### src/inc/standby_pkg.sv
// Purpose: shared constants and types of the standby mode controller
// Assumes: 40 MHz pclk, APB slave with 32-bit data
// Notes:   operand codes, register map and wait timing live here
//
// Behaviour
// RULE1: stop mode halts oscillator, pins held low
// RULE2: halt mode stops cpu, clock keeps running
// RULE3: standby preserves memory, accumulator, carry, ports
// RULE4: timer count forced to zero during stop
// RULE5: entry only by halt with flag clear
// RULE6: leaving standby sets the status flag
// RULE7: flag set: no entry, flag follows wake
// RULE8: wake already true: skip entry, set flag
// RULE9: reset resumes at zero, wake continues
// RULE10: codes 000/011 stop, all scan lines high
// RULE11: code 110 stop, lowest scan line high
// RULE12: operand bit3 adds sense pin wake
// RULE13: code 101 halt until timer reaches zero
// RULE14: bad operand or precondition forces internal reset
// RULE15: stop waits for timer and enable cleared
// RULE16: wake must outlast oscillator wait, else stop
// RULE17: pin wake detected without the clock
`default_nettype none

package standby_pkg;

    // ------------------------------------------------------------
    // halt operand low-bit codes
    // ------------------------------------------------------------
    localparam logic [2:0] OP_STOP_ALL_A = 3'h0;
    localparam logic [2:0] OP_STOP_ALL_B = 3'h3;
    localparam logic [2:0] OP_STOP_LOW = 3'h6;
    localparam logic [2:0] OP_HALT_TIMER = 3'h5;
    localparam int OP_SENSE_BIT = 3;

    // ------------------------------------------------------------
    // pin synchroniser layout: keys 0..3, sense 4..5, reset pin 6
    // ------------------------------------------------------------
    localparam int NUM_KEYS = 4;
    localparam int NUM_SYNC = 7;
    localparam int SYNC_SENSE_LO = 4;
    localparam int SYNC_RESET_PIN = 6;
    // reset pin is active low, so its clean level starts high
    localparam logic [6:0] SYNC_RESET_VAL = 7'h40;

    // ------------------------------------------------------------
    // oscillator wait timing
    // ------------------------------------------------------------
    localparam int CLK_MHZ = 40;
    localparam int OSC_WAIT_US = 100;
    localparam int OSC_WAIT_CYCLES = OSC_WAIT_US * CLK_MHZ;
    localparam int WAIT_W = 12;

    // ------------------------------------------------------------
    // register map (byte addresses) and fields
    // ------------------------------------------------------------
    localparam logic [7:0] ADDR_CTRL = 8'h00;
    localparam logic [7:0] ADDR_STATUS = 8'h04;
    localparam logic [7:0] ADDR_RESET_CNT = 8'h08;
    localparam int CTRL_SENSE_LO = 0;
    localparam logic [1:0] CTRL_RESET_VAL = 2'h0;
    localparam int STATUS_FLAG_BIT = 8;
    localparam int STATUS_WAKE_RST_BIT = 9;
    localparam int STATUS_OP_LO = 12;

    // ------------------------------------------------------------
    // controller states
    // ------------------------------------------------------------
    typedef enum logic [4:0] {
        ST_RUN = 5'h01,
        ST_DRAIN = 5'h02,
        ST_STOP = 5'h04,
        ST_WAIT = 5'h08,
        ST_HALT = 5'h10
    } standby_state_t;

endpackage

`default_nettype wire

### src/inc/pin_sync_if.sv
// Purpose: carries raw pins, clean levels and wake mask between modules
// Assumes: one clock domain, pclk
// Notes:   wake_raw is level logic that needs no clock edge
`default_nettype none

interface pin_sync_if;
    logic [6:0] raw;       // pins as they arrive
    logic [6:0] wake_mask; // pins allowed to wake stop mode
    logic [6:0] clean;     // three-stage filtered levels
    logic wake_raw;        // unclocked wake level
    modport detector (input raw, input wake_mask, output clean, output wake_raw);
    modport user (output raw, output wake_mask, input clean, input wake_raw);
endinterface

`default_nettype wire

### src/core/standby_mode_controller.sv
// Purpose: decodes halt operands and runs stop / halt standby entry and exit
// Assumes: cpu sequencer pulses halt_req once per halt instruction
// Notes:   pclk keeps toggling in simulation; osc_stop_reg models the stop
`default_nettype none

module standby_mode_controller (
    // clock and reset
    input wire logic pclk,
    input wire logic presetn,
    // apb slave
    input wire logic psel,
    input wire logic penable,
    input wire logic pwrite,
    input wire logic [7:0] paddr,
    input wire logic [31:0] pwdata,
    output logic [31:0] prdata,
    output logic pready,
    output logic pslverr,
    // cpu instruction sequencer
    input wire logic halt_req,
    input wire logic [3:0] halt_operand,
    input wire logic flag_set_req,
    input wire logic flag_clear_req,
    input wire logic [3:0] key_scan_lines,
    output logic cpu_hold,
    output logic state_retain,
    output logic status_flag,
    output logic internal_reset,
    output logic resume_next,
    output logic resume_zero,
    // timer
    input wire logic timer_zero,
    input wire logic timer_output_enable,
    output logic timer_clear,
    // pins
    input wire logic [3:0] key_input_pins,
    input wire logic sense_pin_zero,
    input wire logic sense_pin_one,
    input wire logic reset_pin_n,
    output logic osc_stop,
    output logic osc_pins_low,
    output logic osc_wake_level
);

    // ------------------------------------------------------------
    // declarations
    // ------------------------------------------------------------
    pin_sync_if sync ();
    standby_pkg::standby_state_t state_reg; // current mode
    standby_pkg::standby_state_t state_next;
    logic [3:0] op_reg;        // operand latched at each halt in run
    logic [1:0] sense_mode_reg; // ctrl: sense pins in input mode
    logic flag_reg;            // standby gate status flag
    logic flag_next;
    logic wake_rst_reg;        // last exit came from reset pin
    logic [7:0] rst_cnt_reg;   // refused halts seen in run
    logic [standby_pkg::WAIT_W-1:0] wait_cnt_reg;
    logic rst_pin_d_reg;       // clean reset pin, one cycle late
    logic cpu_hold_reg, retain_reg, int_rst_reg, res_next_reg, res_zero_reg;
    logic tclr_reg, osc_stop_reg, osc_low_reg;
    logic pready_reg, pslverr_reg;
    logic [31:0] prdata_reg;
    logic sel_stop, sel_halt, pre_ok, bad_req, req_wake;
    logic key_any, sense_any, stop_wake, pin_reset;
    logic timer_busy, wait_done, apb_write;
    logic [2:0] op_low;

    // ------------------------------------------------------------
    // pin filtering
    // ------------------------------------------------------------
    assign sync.raw = {reset_pin_n, sense_pin_one, sense_pin_zero, key_input_pins};
    // keys always wake stop; sense pins only with operand bit3 set
    assign sync.wake_mask = {1'b0, sense_mode_reg & {2{op_reg[standby_pkg::OP_SENSE_BIT]}}, 4'hf};

    pin_wake_sync u_sync (
        .pclk (pclk),
        .presetn (presetn),
        .sync (sync)
    );

    // ------------------------------------------------------------
    // operand decode and wake conditions
    // ------------------------------------------------------------
    always_comb begin
        op_low = halt_operand[2:0];
        // RULE10 codes 000 and 011
        sel_stop = (op_low == standby_pkg::OP_STOP_ALL_A) || (op_low == standby_pkg::OP_STOP_ALL_B);
        pre_ok = &key_scan_lines;
        // RULE11 code 110, one scan line
        if (op_low == standby_pkg::OP_STOP_LOW) begin
            sel_stop = 1'b1;
            pre_ok = key_scan_lines[0];
        end
        // RULE13 code 101, bit3 ignored
        sel_halt = (op_low == standby_pkg::OP_HALT_TIMER);
        if (sel_halt) begin
            pre_ok = 1'b1;
        end
        // RULE14 illegal code or unmet precondition
        bad_req = !(sel_stop || sel_halt) || !pre_ok;
    end

    // key wake: any key pin high
    assign key_any = |sync.clean[standby_pkg::NUM_KEYS-1:0];
    // RULE12 sense pins in input mode only
    assign sense_any = |(sync.clean[standby_pkg::SYNC_SENSE_LO +: 2] & sense_mode_reg);
    // wake for the latched operand, used while in stop or wait
    assign stop_wake = key_any || (op_reg[standby_pkg::OP_SENSE_BIT] && sense_any);
    // wake for the incoming operand, checked at the halt itself
    assign req_wake = sel_halt ? timer_zero
                    : (key_any || (halt_operand[standby_pkg::OP_SENSE_BIT] && sense_any));
    // RULE15 timer still counting or enabled
    assign timer_busy = !timer_zero || timer_output_enable;
    assign wait_done = (wait_cnt_reg == standby_pkg::WAIT_W'(standby_pkg::OSC_WAIT_CYCLES - 1));
    // reset pin falling edge on the clean level
    assign pin_reset = rst_pin_d_reg && !sync.clean[standby_pkg::SYNC_RESET_PIN];
    assign apb_write = psel && penable && pready_reg && pwrite;

    // ------------------------------------------------------------
    // next state
    // ------------------------------------------------------------
    always_comb begin
        state_next = state_reg;
        unique case (state_reg)
            standby_pkg::ST_RUN: begin
                // RULE5 entry only from a clear flag
                if (halt_req && !bad_req && !flag_reg && !req_wake) begin
                    if (sel_halt) begin
                        state_next = standby_pkg::ST_HALT;
                    end else if (timer_busy) begin
                        state_next = standby_pkg::ST_DRAIN;
                    end else begin
                        state_next = standby_pkg::ST_STOP;
                    end
                end
            end
            standby_pkg::ST_DRAIN: begin
                // RULE15 stop only once timer is cleared
                if (!timer_busy) begin
                    state_next = standby_pkg::ST_STOP;
                end
            end
            standby_pkg::ST_STOP: begin
                if (stop_wake) begin
                    state_next = standby_pkg::ST_WAIT;
                end
            end
            standby_pkg::ST_WAIT: begin
                // RULE16 wake must still hold when the wait ends
                if (wait_done) begin
                    state_next = stop_wake ? standby_pkg::ST_RUN : standby_pkg::ST_STOP;
                end
            end
            standby_pkg::ST_HALT: begin
                // RULE13 timer zero ends halt
                if (timer_zero) begin
                    state_next = standby_pkg::ST_RUN;
                end
            end
        endcase
        // RULE9 reset pin always returns to run
        if (pin_reset) begin
            state_next = standby_pkg::ST_RUN;
        end
    end

    // state register
    always_ff @(posedge pclk or negedge presetn) begin
        if (!presetn) begin
            state_reg <= standby_pkg::ST_RUN;
        end else begin
            state_reg <= state_next;
        end
    end

    // operand latched on every halt while running; selects wake sources while asleep
    always_ff @(posedge pclk or negedge presetn) begin
        if (!presetn) begin
            op_reg <= 4'h0;
        end else if (state_reg == standby_pkg::ST_RUN && halt_req) begin
            op_reg <= halt_operand;
        end
    end

    // oscillator wait counter, runs only in the wait state
    always_ff @(posedge pclk or negedge presetn) begin
        if (!presetn) begin
            wait_cnt_reg <= '0;
        end else if (state_reg == standby_pkg::ST_WAIT && !wait_done) begin
            wait_cnt_reg <= wait_cnt_reg + 1'b1;
        end else begin
            wait_cnt_reg <= '0;
        end
    end

    // ------------------------------------------------------------
    // status flag
    // ------------------------------------------------------------
    always_comb begin
        flag_next = flag_reg;
        // software clear loses to any hardware set below
        if (flag_clear_req) begin
            flag_next = 1'b0;
        end
        if (state_reg == standby_pkg::ST_RUN && halt_req && !bad_req) begin
            if (flag_reg) begin
                // RULE7 flag follows the wake condition
                flag_next = req_wake;
            end else if (req_wake) begin
                // RULE8 already awake, skip and set
                flag_next = 1'b1;
            end
        end
        // RULE6 exit from standby sets the flag
        if (state_reg != standby_pkg::ST_RUN && state_next == standby_pkg::ST_RUN) begin
            flag_next = 1'b1;
        end
        if (flag_set_req) begin
            flag_next = 1'b1;
        end
    end

    always_ff @(posedge pclk or negedge presetn) begin
        if (!presetn) begin
            flag_reg <= 1'b0;
        end else begin
            flag_reg <= flag_next;
        end
    end

    // ------------------------------------------------------------
    // registered outputs
    // ------------------------------------------------------------
    always_ff @(posedge pclk or negedge presetn) begin
        if (!presetn) begin
            cpu_hold_reg <= 1'b0;
            retain_reg <= 1'b0;
            tclr_reg <= 1'b0;
            osc_stop_reg <= 1'b0;
            osc_low_reg <= 1'b0;
        end else begin
            // RULE2 cpu held in any standby state
            cpu_hold_reg <= (state_next != standby_pkg::ST_RUN);
            // RULE3 freeze memory, accumulator, carry, ports
            retain_reg <= (state_next != standby_pkg::ST_RUN);
            // RULE4 timer cleared while draining or stopped
            tclr_reg <= (state_next == standby_pkg::ST_DRAIN) || (state_next == standby_pkg::ST_STOP);
            // RULE1 oscillator off, its pins low
            osc_stop_reg <= (state_next == standby_pkg::ST_STOP);
            osc_low_reg <= (state_next == standby_pkg::ST_STOP);
        end
    end

    // one-cycle pulses toward the sequencer
    always_ff @(posedge pclk or negedge presetn) begin
        if (!presetn) begin
            int_rst_reg <= 1'b0;
            res_next_reg <= 1'b0;
            res_zero_reg <= 1'b0;
        end else begin
            // RULE14 internal reset on a bad halt
            int_rst_reg <= (state_reg == standby_pkg::ST_RUN) && halt_req && bad_req && !pin_reset;
            // RULE9 resume after halt, or at address zero
            res_next_reg <= !pin_reset && state_reg != standby_pkg::ST_RUN
                            && state_next == standby_pkg::ST_RUN;
            res_zero_reg <= pin_reset;
        end
    end

    // reset pin edge history and exit cause
    always_ff @(posedge pclk or negedge presetn) begin
        if (!presetn) begin
            rst_pin_d_reg <= 1'b1;
            wake_rst_reg <= 1'b0;
            rst_cnt_reg <= 8'h00;
        end else begin
            rst_pin_d_reg <= sync.clean[standby_pkg::SYNC_RESET_PIN];
            if (state_reg != standby_pkg::ST_RUN && state_next == standby_pkg::ST_RUN) begin
                wake_rst_reg <= pin_reset;
            end
            if (state_reg == standby_pkg::ST_RUN && halt_req && bad_req) begin
                rst_cnt_reg <= rst_cnt_reg + 8'h01;
            end
        end
    end

    // ------------------------------------------------------------
    // apb slave: one wait state, read data captured at setup
    // ------------------------------------------------------------
    always_ff @(posedge pclk or negedge presetn) begin
        if (!presetn) begin
            pready_reg <= 1'b0;
            pslverr_reg <= 1'b0;
            prdata_reg <= 32'h0000_0000;
        end else begin
            pready_reg <= psel && penable && !pready_reg;
            if (psel && !penable) begin
                pslverr_reg <= 1'b0;
                prdata_reg <= 32'h0000_0000;
                unique case (paddr)
                    standby_pkg::ADDR_CTRL: prdata_reg[1:0] <= sense_mode_reg;
                    standby_pkg::ADDR_STATUS: begin
                        prdata_reg[4:0] <= state_reg;
                        prdata_reg[standby_pkg::STATUS_FLAG_BIT] <= flag_reg;
                        prdata_reg[standby_pkg::STATUS_WAKE_RST_BIT] <= wake_rst_reg;
                        prdata_reg[standby_pkg::STATUS_OP_LO +: 4] <= op_reg;
                    end
                    standby_pkg::ADDR_RESET_CNT: prdata_reg[7:0] <= rst_cnt_reg;
                    // unmapped: error with zero data
                    default: pslverr_reg <= 1'b1;
                endcase
            end
        end
    end

    // control register: which sense pins are in input mode
    always_ff @(posedge pclk or negedge presetn) begin
        if (!presetn) begin
            sense_mode_reg <= standby_pkg::CTRL_RESET_VAL;
        end else if (apb_write && paddr == standby_pkg::ADDR_CTRL) begin
            sense_mode_reg <= pwdata[standby_pkg::CTRL_SENSE_LO +: 2];
        end
    end

    // ------------------------------------------------------------
    // output wiring
    // ------------------------------------------------------------
    assign prdata = prdata_reg;
    assign pready = pready_reg;
    assign pslverr = pslverr_reg;
    assign cpu_hold = cpu_hold_reg;
    assign state_retain = retain_reg;
    assign status_flag = flag_reg;
    assign internal_reset = int_rst_reg;
    assign resume_next = res_next_reg;
    assign resume_zero = res_zero_reg;
    assign timer_clear = tclr_reg;
    assign osc_stop = osc_stop_reg;
    assign osc_pins_low = osc_low_reg;
    // unclocked by design: it must act while the oscillator is off
    assign osc_wake_level = sync.wake_raw && osc_stop_reg;

endmodule

`default_nettype wire

### src/core/pin_wake_sync.sv
// Purpose: filters wake pins and raises an unclocked wake level
// Assumes: pins are asynchronous to pclk
// Notes:   clean level moves once stages two and three agree
`default_nettype none

module pin_wake_sync (
    // clock and reset
    input wire logic pclk,
    input wire logic presetn,
    // pins in, levels out
    pin_sync_if.detector sync
);

    // ------------------------------------------------------------
    // unclocked wake
    // ------------------------------------------------------------
    // RULE17 clockless wake level
    // pure gates, so the oscillator can be restarted with no edge
    assign sync.wake_raw = |(sync.raw & sync.wake_mask);

    // ------------------------------------------------------------
    // per-pin filter
    // ------------------------------------------------------------
    genvar i;
    generate
        for (i = 0; i < standby_pkg::NUM_SYNC; i++) begin : g_pin
            logic s1_reg; // only read by s2_reg
            logic s2_reg;
            logic s3_reg;
            logic clean_reg;
            // three stages; a change counts once two and three agree
            always_ff @(posedge pclk or negedge presetn) begin
                if (!presetn) begin
                    s1_reg <= standby_pkg::SYNC_RESET_VAL[i];
                    s2_reg <= standby_pkg::SYNC_RESET_VAL[i];
                    s3_reg <= standby_pkg::SYNC_RESET_VAL[i];
                    clean_reg <= standby_pkg::SYNC_RESET_VAL[i];
                end else begin
                    s1_reg <= sync.raw[i];
                    s2_reg <= s1_reg;
                    s3_reg <= s2_reg;
                    if (s2_reg == s3_reg) begin
                        clean_reg <= s3_reg;
                    end
                end
            end
            assign sync.clean[i] = clean_reg;
        end
    endgenerate

endmodule

`default_nettype wire

### config.mk
export PLATFORM = sky130hd
export DESIGN_NAME = standby_mode_controller
export DESIGN_NICKNAME = d
export VERILOG_FILES = /design/src/inc/standby_pkg.sv /design/src/inc/pin_sync_if.sv /design/src/core/standby_mode_controller.sv /design/src/core/pin_wake_sync.sv
export SDC_FILE = /design/constraint.sdc
export NUM_CORES = 1
export LEC_CHECK = 0
export BUFFER_PORTS_ARGS = -buffer_cell sky130_fd_sc_hd__buf_2
export CAP_MARGIN = 5
export CORE_ASPECT_RATIO = 1.75
export CORE_MARGIN = 2
export CORE_UTILIZATION = 43
export CTS_CLUSTER_DIAMETER = 60
export DETAILED_ROUTE_END_ITERATION = 10
export GPL_ROUTABILITY_DRIVEN = 0
export MAX_ROUTING_LAYER = met4
export PLACE_DENSITY_LB_ADDON = 0.2
export SLEW_MARGIN = 25
export SYNTH_ARGS = -nofsm -noshare
export SYNTH_HDL_FRONTEND = slang
export SYNTH_HIERARCHICAL = 1
export SYNTH_SLANG_ARGS = --single-unit
### constraint.sdc
create_clock -name pclk -period 7.55 [get_ports pclk]
set_clock_uncertainty 0.05 [all_clocks]
set_input_delay 0.3775 -clock pclk [delete_from_list [all_inputs] [get_ports pclk]]
set_output_delay 0.3775 -clock pclk [all_outputs]
set_load 0.01 [all_outputs]
Word level (Yosys, flattened, before mapping) --
Index checks and enable logic that the tools add are counted.
Word-level totals: bits in registers 84, input port bits 65, word-level logic and storage cells 146
Cells by class: add/subtract/negate cells 2, eq/ne operators 23, multiplexer cells 27, bitwise gates (word level) 3, reductions and logical operators 46
Operators by type and width (number):
- $mux W5 | 7
- $pmux W5 S5 | 1
- $logic_and A1 B1 Y1 | 21
- $add A12 B1 Y12 const B | 1
- $eq A12 B12 Y1 const B | 1
- $mux W12 | 1
- $logic_not A1 Y1 | 11
- $mux W1 | 11
- $eq A5 B1 Y1 const B | 2
- $eq A5 B2 Y1 const B | 2
- $eq A5 B3 Y1 const B | 2
- $ne A5 B1 Y1 const B | 2
- $mux W3 | 3
- $add A8 B1 Y8 const B | 1
- $eq A8 B3 Y1 const B | 1
- $eq A8 B4 Y1 const B | 1
- $logic_not A8 Y1 | 1
- $and A7 B6 Y7 | 1
- $eq A1 B1 Y1 | 7
- $logic_or A1 B1 Y1 | 7
- $reduce_or A7 Y1 | 1
- $eq A3 B3 Y1 const B | 2
- $pmux W2 S3 | 1
- $pmux W3 S2 | 1
- other kinds (11) | 12

Longest topological paths before layout --
Gate-level depths: netlist of run 1.
word-level depth 17, depth in mapped cells 8

Cells and area by module --
Netlist of run 1, hierarchy kept.
Modules (own cells, without submodules):
- standby_mode_controller | times used 1, cells each 299, area each 2942.8 µm², sequential area each 1403.8 µm²
- pin_wake_sync | times used 1, cells each 46, area each 858.3 µm², sequential area each 705.7 µm²

Least setup slack after synthesis of run 1 --
OpenSTA, ideal clock, no wires.
path kind flip-flop to flip-flop, start point reg u_sync.g_pin[1].clean_reg, end point reg wake_rst_reg, setup time 0.125 ns, arrival time 2.744 ns, setup slack 4.631 ns, cell stages (with the launch flop) 9, buffers on the path 1, clock period less this slack 2.919 ns, cell sequence dfrtp_1 buf_4 or4_4 a211oi_4 o221a_4 o22ai_2 or4_1 or3_4 mux2_4
Between the ends: word-level cells in the longest chain between the ends 10, elaborated cells on any way between the ends 14, classes of those cells eq/ne: 1; mux: 7; reduce/logical: 6
RTL lines:
- from (decl) | RTL line pin_wake_sync.sv:30 | logic clean_reg;
- from (signal assigned) | RTL line pin_wake_sync.sv:37 | clean_reg <= standby_pkg::SYNC_RESET_VAL[i];
- from (signal assigned) | RTL line pin_wake_sync.sv:43 | clean_reg <= s3_reg;
- $reduce_or A4 Y1 (*) | RTL line standby_mode_controller.sv:104 | assign key_any = |sync.clean[standby_pkg::NUM_KEYS-1:0];
- $logic_or A1 B1 Y1 | RTL line standby_mode_controller.sv:111 | : (key_any || (halt_operand[standby_pkg::OP_SENSE_BIT] && sense_any));
- $mux W1 | RTL line standby_mode_controller.sv:110 | assign req_wake = sel_halt ? timer_zero
- $logic_not A1 Y1 | RTL line standby_mode_controller.sv:127 | if (halt_req && !bad_req && !flag_reg && !req_wake) begin
- $logic_and A1 B1 Y1 | RTL line standby_mode_controller.sv:127
- $mux W5 | RTL line standby_mode_controller.sv:127
- $pmux W5 S5 (*) | RTL line standby_mode_controller.sv:124 | unique case (state_reg)
- $mux W5 (*) | RTL line standby_mode_controller.sv:162 | if (pin_reset) begin
- net state_next[3] | RTL line standby_mode_controller.sv:50 | standby_pkg::standby_state_t state_next;
- $eq A5 B1 Y1 (*) | RTL line standby_mode_controller.sv:278 | if (state_reg != standby_pkg::ST_RUN && state_next == standby_pkg::ST_RUN) begin
- $logic_and A1 B1 Y1 (*) | RTL line standby_mode_controller.sv:278
- to (signal assigned) | RTL line standby_mode_controller.sv:279 | wake_rst_reg <= pin_reset;
- to (decl) | RTL line standby_mode_controller.sv:55 | logic wake_rst_reg;
The timed path passes the listed nets; every way through them passes the cells marked *. A chain may end at the register's enable or synchronous reset.

Worst setup path after layout of run 1 --
start point reg wait_cnt_reg[0] (netlist bit), end point reg wake_rst_reg
Between the ends: word-level cells in the longest chain between the ends 6
RTL lines:
- from (decl) | RTL line standby_mode_controller.sv:57 | logic [standby_pkg::WAIT_W-1:0] wait_cnt_reg;
- from (signal assigned) | RTL line standby_mode_controller.sv:190 | wait_cnt_reg <= wait_cnt_reg + 1'b1;
- $eq A12 B12 Y1 | RTL line standby_mode_controller.sv:114 | assign wait_done = (wait_cnt_reg == standby_pkg::WAIT_W'(standby_pkg::OSC_WAIT_CYCLES - 1));
- $mux W5 | RTL line standby_mode_controller.sv:150 | if (wait_done) begin
- $pmux W5 S5 | RTL line standby_mode_controller.sv:124
- $mux W5 | RTL line standby_mode_controller.sv:162
- net state_next[3] | RTL line standby_mode_controller.sv:50
- $eq A5 B1 Y1 | RTL line standby_mode_controller.sv:278
- $logic_and A1 B1 Y1 | RTL line standby_mode_controller.sv:278
The timed path passes the listed nets, and every way through them passes these cells.

==> out/metrics.yaml, run 1 <==
outcome: "finished clean"
peakVddDrop_mv: 0.1617
p_total_mw: 1.070
start_kind: "flip-flop"
design.die.area_mm2: 0.009637
htreeDepth: 3
period_share_pct: 41.53
largest_reg_flops: 14
topRoutingLayerUsed: "met4"
synth_top_family_by_area: "simple AND/OR/NAND/NOR gates"
fin_area_mm2: 0.004410
grt_pass1_wl_mm: 12.52
first_global_vias: 2655
syn-instance-count: 345
die_h_um: 128.4
drv_cap: 0
crit_type: "reg -> reg"
hold_viol: 0
cts_setup_buffers: 0
antenna_cells: 0
worst_pin_slew_ns: 0.7213
cp-end-kind: "flip-flop"
seq_power_share_pct: 48.6
dp_hpwl_mm: 5.625
final_cells: 525
grt.overflow.total: 0
post_cts_resized: 0
route.met2.wl_mm: 4.150
crit_path_max_fanout: 5
synth_edf_count: 0
finalSetupViolations: 0
power.internal_mw: 0.7982
swShare_pct: 25.39
slew_viol_final: 0
vias: 2703
die_x_um: 75.07
cts_buffer_depth: 2
final_util_pct: 51.20
antenna_left: 0
wl_met3_um: 283
cp.arrival_ns: 3.31
synth_adder_area_share_pct: 2.502
initial_core_util_pct: 44.12
rows: 45
final_nets: 470
slew_headroom_pct: 51.92
yosysUniqueCellTypes: 60
core-area_mm2: 0.008615
synthArstFlopShare_pct: 100.0
drc: 0
wire_per_inst_um: 14.55
first_pass_iters: 5
synthSimpleGateAreaFrac_pct: 17.35
seqCellArea_mm2: 0.002110
clkPwrFrac_pct: 41.0
io_pins: 109
synth_xor_xnor_area_share_pct: 3.687
synthToLayoutAreaGrowth_pct: 16.03
vias_per_cell: 5.149
grt_max_degree: 85
pwr-share-comb_pct: 10.4
synth_compound_area_share_pct: 11.19
clk_latency_ns: 0.34
path_clk_slew_ns: 0.06
required_ns: 7.72
ys.flop_type: "dfrtp_1"
root_buffer: "clkbuf_16"
tns_ns: 0
period_needed_ns: 3.135
cts_tree: "done"
p_switching_mw: 0.2717
seq_area_frac_synth_pct: 55.50
muxShareOfSynthArea_pct: 3.061
place.port_buffers: 60
leakage_nw: 1.995
synth-seq-cells: 84
avgSynthCellArea_um2: 11.02
drt_iter0_markers: 152
grt_usage_pct: 18.06
routed_wl_mm: 7.637
antenna_found_initial: 0
cts_buffers: 9
drive_gt1_share_pct: 24.51
fmax_ghz: 0.3190
yosysWarnings: 6
hp-class: "in -> async"
dp.cells: 509
wl_met1_mm: 2.867
syn-cell-area_mm2: 0.003801
hold_buffers: 0
fill_cells: 777
power_density_mw_per_mm2: 242.6
dpl-instance-area_mm2: 0.004100
clock_sinks: 84
rsz0062_at_grt: "no"
multi_input_area_mm2: 0.001530
==> critical path: stages (launching register included) <==
cell and delay (ns):
dfrtp_1 0.40, ha_1 0.22, nand4_1 0.17, or4_4 0.59, a32oi_2 0.23, o22ai_2 0.12, or4_1 0.57, or3_4 0.37
mux2_4 0.30
==> cell usage after synthesis, drive strengths merged (2+ instances only) <==
library cell | number | share of area [%]
dfrtp | 78 | 51
nand2 | 39 | 3.9
buf | 27 | 5.3
nor2 | 25 | 2.5
o21ai | 23 | 3.0
mux2 | 10 | 3.1
nand4 | 10 | 1.6
xnor2 | 10 | 2.3
a22oi | 8 | 1.6
clkbuf | 7 | 0.69
maj3 | 7 | 1.8
nand3 | 7 | 0.92
dfstp | 6 | 4.1
xor2 | 6 | 1.4
a21oi | 5 | 0.66
and3 | 5 | 0.82
inv | 5 | 0.49
nand2b | 5 | 0.82
nor2b | 5 | 0.82
and2 | 4 | 0.66
o22ai | 4 | 0.82
or3 | 4 | 0.79
nor3 | 3 | 0.39
nor3b | 3 | 0.59
or4 | 3 | 0.79
a32oi | 2 | 0.66
and3b | 2 | 0.46
conb | 2 | 0.20
ha | 2 | 0.66
nand3b | 2 | 0.39
nand4b | 2 | 0.46
nor4 | 2 | 0.33
o21bai | 2 | 0.39
or3b | 2 | 0.46
==> logic make-up (layout without fill, tap and decap cells) <==
family | count (synthesis) | in the layout
buffers and inverters | 39 | 81
other | 2 | 23
flip-flops | 84 | 84
AO/OA/AOI/OAI | 59 | 59
multiplexers | 10 | 10
XOR/XNOR | 16 | 16
AND/OR/NAND/NOR | 126 | 126
adder cells (fa/ha/maj) | 9 | 9
==> area by class of cell <==
class                           instances  share of cell area (%)
Multi-Input combinational cell        243                   34.70
Sequential cell                        84                   47.83
Timing Repair Buffer                   60                   6.950
Tap cell                              117                   3.319
Inverter                                5                  0.4255
Clock buffer                           10                   5.191
Clock inverter                          6                   1.589
==> path summary, 6_finish.rpt <==
kind	startpoint	endpoint	slack, ns	cells after the start
setup / recovery	wait_cnt_reg[0]	wake_rst_reg	4.41	8
hold reg to reg	u_sync/g_pin[1].s1_reg	u_sync/g_pin[1].s2_reg	0.30	0
hold / removal	presetn	sense_mode_reg[0]	0.03	1
setup reg to reg	wait_cnt_reg[0]	wake_rst_reg	4.41	8
max in group asynchronous	presetn	wait_cnt_reg[11]	6.94	1
min in group pclk	key_input_pins[0]	u_sync/g_pin[0].s1_reg	0.10	1
==> per-stage QoR <==
stage                     hold WS, ns  setup slack [ns]
after global routing          0.08717             4.306
after detailed placement       0.2847             4.425
after floorplan               0.03191             4.631
after global placement         0.2838             4.469
final                         0.02782             4.415
after CTS                     0.09105             4.418
==> layer usage <==
metal  vias up  track usage (%)
li1       1281                -
met4         0            11.24
met1      1325            19.40
met3        30            4.385
met5         -                -
met2        67            29.10
==> cell usage in the layout, fill, tap and decap left out, types with 8 or more instances in the layout <==
cell        n
nand2_1    39
a22oi_1     8
buf_2      59
nand4_1    10
o21ai_1    16
conb_1     23
dfrtp_1    78
nor2_1     25
clkbuf_16   9
mux2_2      8
xnor2_1    10
==> power by group through the flow <==
stage,logic [mW],registers (mW),clock network [mW]
after global placement,0.109,0.526,0
after global routing,0.124,0.526,0.471
after floorplan,0.0818,0.522,0
after CTS,0.112,0.520,0.451
after detailed placement,0.112,0.528,0
final,0.111,0.520,0.438
(Power assumes the default switching activity.)
==> run 2: changes to the inputs <==
--- a/config.mk
+++ b/config.mk
@@ -5,6 +5,7 @@
 export SDC_FILE = /design/constraint.sdc
 export NUM_CORES = 1
 export LEC_CHECK = 0
+export ABC_AREA = 1
 export BUFFER_PORTS_ARGS = -buffer_cell sky130_fd_sc_hd__buf_2
 export CAP_MARGIN = 5
 export CORE_ASPECT_RATIO = 1.75
==> constraint.sdc (replaced) <==
create_clock -name pclk -period 2.93 [get_ports pclk]
set_clock_uncertainty 0.05 [all_clocks]
set_input_delay 0.1465 -clock pclk [delete_from_list [all_inputs] [get_ports pclk]]
set_output_delay 0.1465 -clock pclk [all_outputs]
set_load 0.01 [all_outputs]
==> run 2 against run 1 <==
Effect of this change:
- sequential power increased to 2.5 times the previous value
- cell count increased by 24%
- clock power increased to 2.7 times the previous value
- combinational power increased to 2.9 times the previous value
- synthesized area increased by 4.2%
- global-route usage decreased by 0.13 points
- power increased to 2.7 times the previous value
- via count increased by 12%
- synthesized cell count increased by 30%
- register-to-register slack got worse by 3.8 ns
- critical path type unchanged
- critical endpoint unchanged
- largest cell class unchanged
- largest power group unchanged
- highest routed layer unchanged
==> out/metrics.yaml, run 2 <==
rsz0062_at_grt: "no"
path_delay_family: "simple AND/OR/NAND/NOR gates"
design.die.area_mm2: 0.01003
leakage_nw: 2.429
fill_cells: 891
largest_reg_flops: 14
path_clk_slew_ns: 0.06
antenna_found_initial: 0
outcome: "finished clean"
yosysWarnings: 6
cts_setup_buffers: 0
ys.flop_type: "dfrtp_1"
slew_headroom_pct: 40.08
slowest_stage: "dfrtp_1"
grt_max_degree: 72
yosysMostFrequentCell: "nand2_1"
holdPathEnd: "pready"
synthToLayoutAreaGrowth_pct: 19.80
cp.depth: 12
final_util_pct: 52.52
whs_path_depth: 3
rr_worst_depth: 12
antenna_left: 0
start_kind: "flip-flop"
cts_buffer_depth: 2
period_share_pct: 78.19
cts_tree: "done"
final_common_cell: "nand2_1"
crit_top_cell: "nand2_1"
routed_wl_mm: 8.107
post_cts_resized: 0
antenna_cells: 0
die_h_um: 131.0
layout_common_cells: "99 x nand2_1, 78 x dfrtp_1, 59 x buf_2, 48 x nor2_1, 48 x inv_1"
root_buffer: "clkbuf_16"
synth_adder_area_share_pct: 0.6317
worst_pin_slew_ns: 0.8988
synth_area_leaders: "dfrtp_1 49%, nand2_1 9.4%, buf_4 5.1%"
rows: 46
core-area_mm2: 0.009036
multi_input_area_mm2: 0.001491
syn-cell-area_mm2: 0.003961
clock_sinks: 84
crit_type: "reg -> reg"
reg2reg_to: "wake_rst_reg"
r2r_start: "wait_cnt_reg[0]"
whs_ns: 0.01444
crit_path_max_fanout: 12
fin_area_mm2: 0.004746
fmax_ghz: 0.4365
slew_viol_final: 0
seqCellArea_mm2: 0.002110
final_nets: 592
grt.overflow.total: 0
grt_pass1_wl_mm: 13.49
htreeDepth: 3
hp-start: "psel"
synthSimpleGateAreaFrac_pct: 25.77
cpPeakStageDelay_ns: 0.37
synth_compound_area_share_pct: 6.791
tns_ns: 0
required_ns: 3.11
vias_per_cell: 4.649
wire_per_inst_um: 12.47
finalSetupViolations: 0
avgSynthCellArea_um2: 8.842
first_pass_iters: 4
synth_top_cell_by_area: "dfrtp_1"
synth_edf_count: 0
muxShareOfSynthArea_pct: 0.2843
io_pins: 109
drive_gt1_share_pct: 23.58
initial_core_util_pct: 43.84
drv_cap: 0
vias: 3022
power_density_mw_per_mm2: 599.7
hold_buffers: 13
clk_latency_ns: 0.34
hold_viol: 0
syn-instance-count: 448
p_total_mw: 2.846
cp-end-kind: "flip-flop"
period_needed_ns: 2.291
synth_xor_xnor_area_share_pct: 1.990
cp.arrival_ns: 2.47
place.port_buffers: 60
peakVddDrop_mv: 0.3390
path_cells: "ha_1 -> nand2_1 -> nor2_1 -> nand3_2 -> nand2_1 -> nand3_1 -> nand3_1 -> nand2_2 -> nor2_4 -> nand3_2 -> nand2_1 -> nand2_1"
first_global_vias: 2972
die_x_um: 76.56
grt_usage_pct: 17.94
synth_top_family_by_area: "simple AND/OR/NAND/NOR gates"
drt_iter0_markers: 127
synth-seq-cells: 84
yosysUniqueCellTypes: 38
synthDominantCellAreaShare_pct: 49.27
synthTopCellsByCount: "99 x nand2_1, 78 x dfrtp_1, 48 x inv_1, 48 x nor2_1, 27 x buf_4"
dp_hpwl_mm: 6.107
r2r_slack_ns: 0.64
dpl-instance-area_mm2: 0.004298
drc: 0
seq_area_frac_synth_pct: 53.25
hp-class: "in -> reg"
cts_buffers: 9
worst-path-buf-inv: 0
synthArstFlopShare_pct: 100.0
==> run 2: worst min-delay path, delay by kind of cell <==
kind                   cells  cell delay (ns)
buffers and inverters      1             0.11
and+or+nand+nor            2             0.11
==> run 2: cell type report <==
cell class / count / area share [%]
flip-flops and latches: 84 / 44.45
multi-input cells: 295 / 31.43
repair buffers: 76 / 9.597
clock buffers: 10 / 4.825
inverters: 59 / 4.666
well taps: 120 / 3.164
clock inverters: 6 / 1.872
==> run 2: metrics by stage <==
stage / setup WS (ns) / std cells
floorplan: 1.129 / 469
global placement: 0.7025 / 621
detailed placement: 0.6220 / 621
CTS: 0.6141 / 650
global route: 0.3030 / 650
finish: 0.6391 / 650
==> run 2: how the worst max path moves through the flow <==
| stage | from | end | slack [ns] |
|---|---|---|---|
| after floorplan | u_sync/g_pin[0].clean_reg | wake_rst_reg | 1.13 |
| after global placement | wait_cnt_reg[0] | wake_rst_reg | 0.70 |
| after detailed placement | wait_cnt_reg[0] | wake_rst_reg | 0.62 |
| after CTS | wait_cnt_reg[0] | wake_rst_reg | 0.61 |
| after global routing | wait_cnt_reg[0] | wake_rst_reg | 0.30 |
| final | wait_cnt_reg[0] | wake_rst_reg | 0.64 |
==> run 2: power breakdown <==
| part | switching, mW | internal, mW |
|---|---|---|
| Combinational | 0.206 | 0.121 |
| Sequential | 0.0636 | 1.26 |
| Clock | 0.451 | 0.746 |
==> run 2: cells by family after synthesis <==
| kind of cell | Yosys count |
|---|---|
| buffers and inverters | 90 |
| other | 2 |
| flip-flops | 84 |
| adder cells (fa/ha/maj) | 2 |
| AND/OR/NAND/NOR | 213 |
| multiplexers | 1 |
| AO/OA/AOI/OAI | 47 |
| XOR/XNOR | 9 |
==> run 2: routing by layer <==
metal | share of wire, % | global-route usage [%] | vias up
li1 | - | - | 1532
met1 | 40 | 19.17 | 1404
met2 | 53 | 31.29 | 64
met3 | 3.2 | 3.365 | 22
met4 | 3.4 | 10.27 | 0
met5 | 0 | - | -
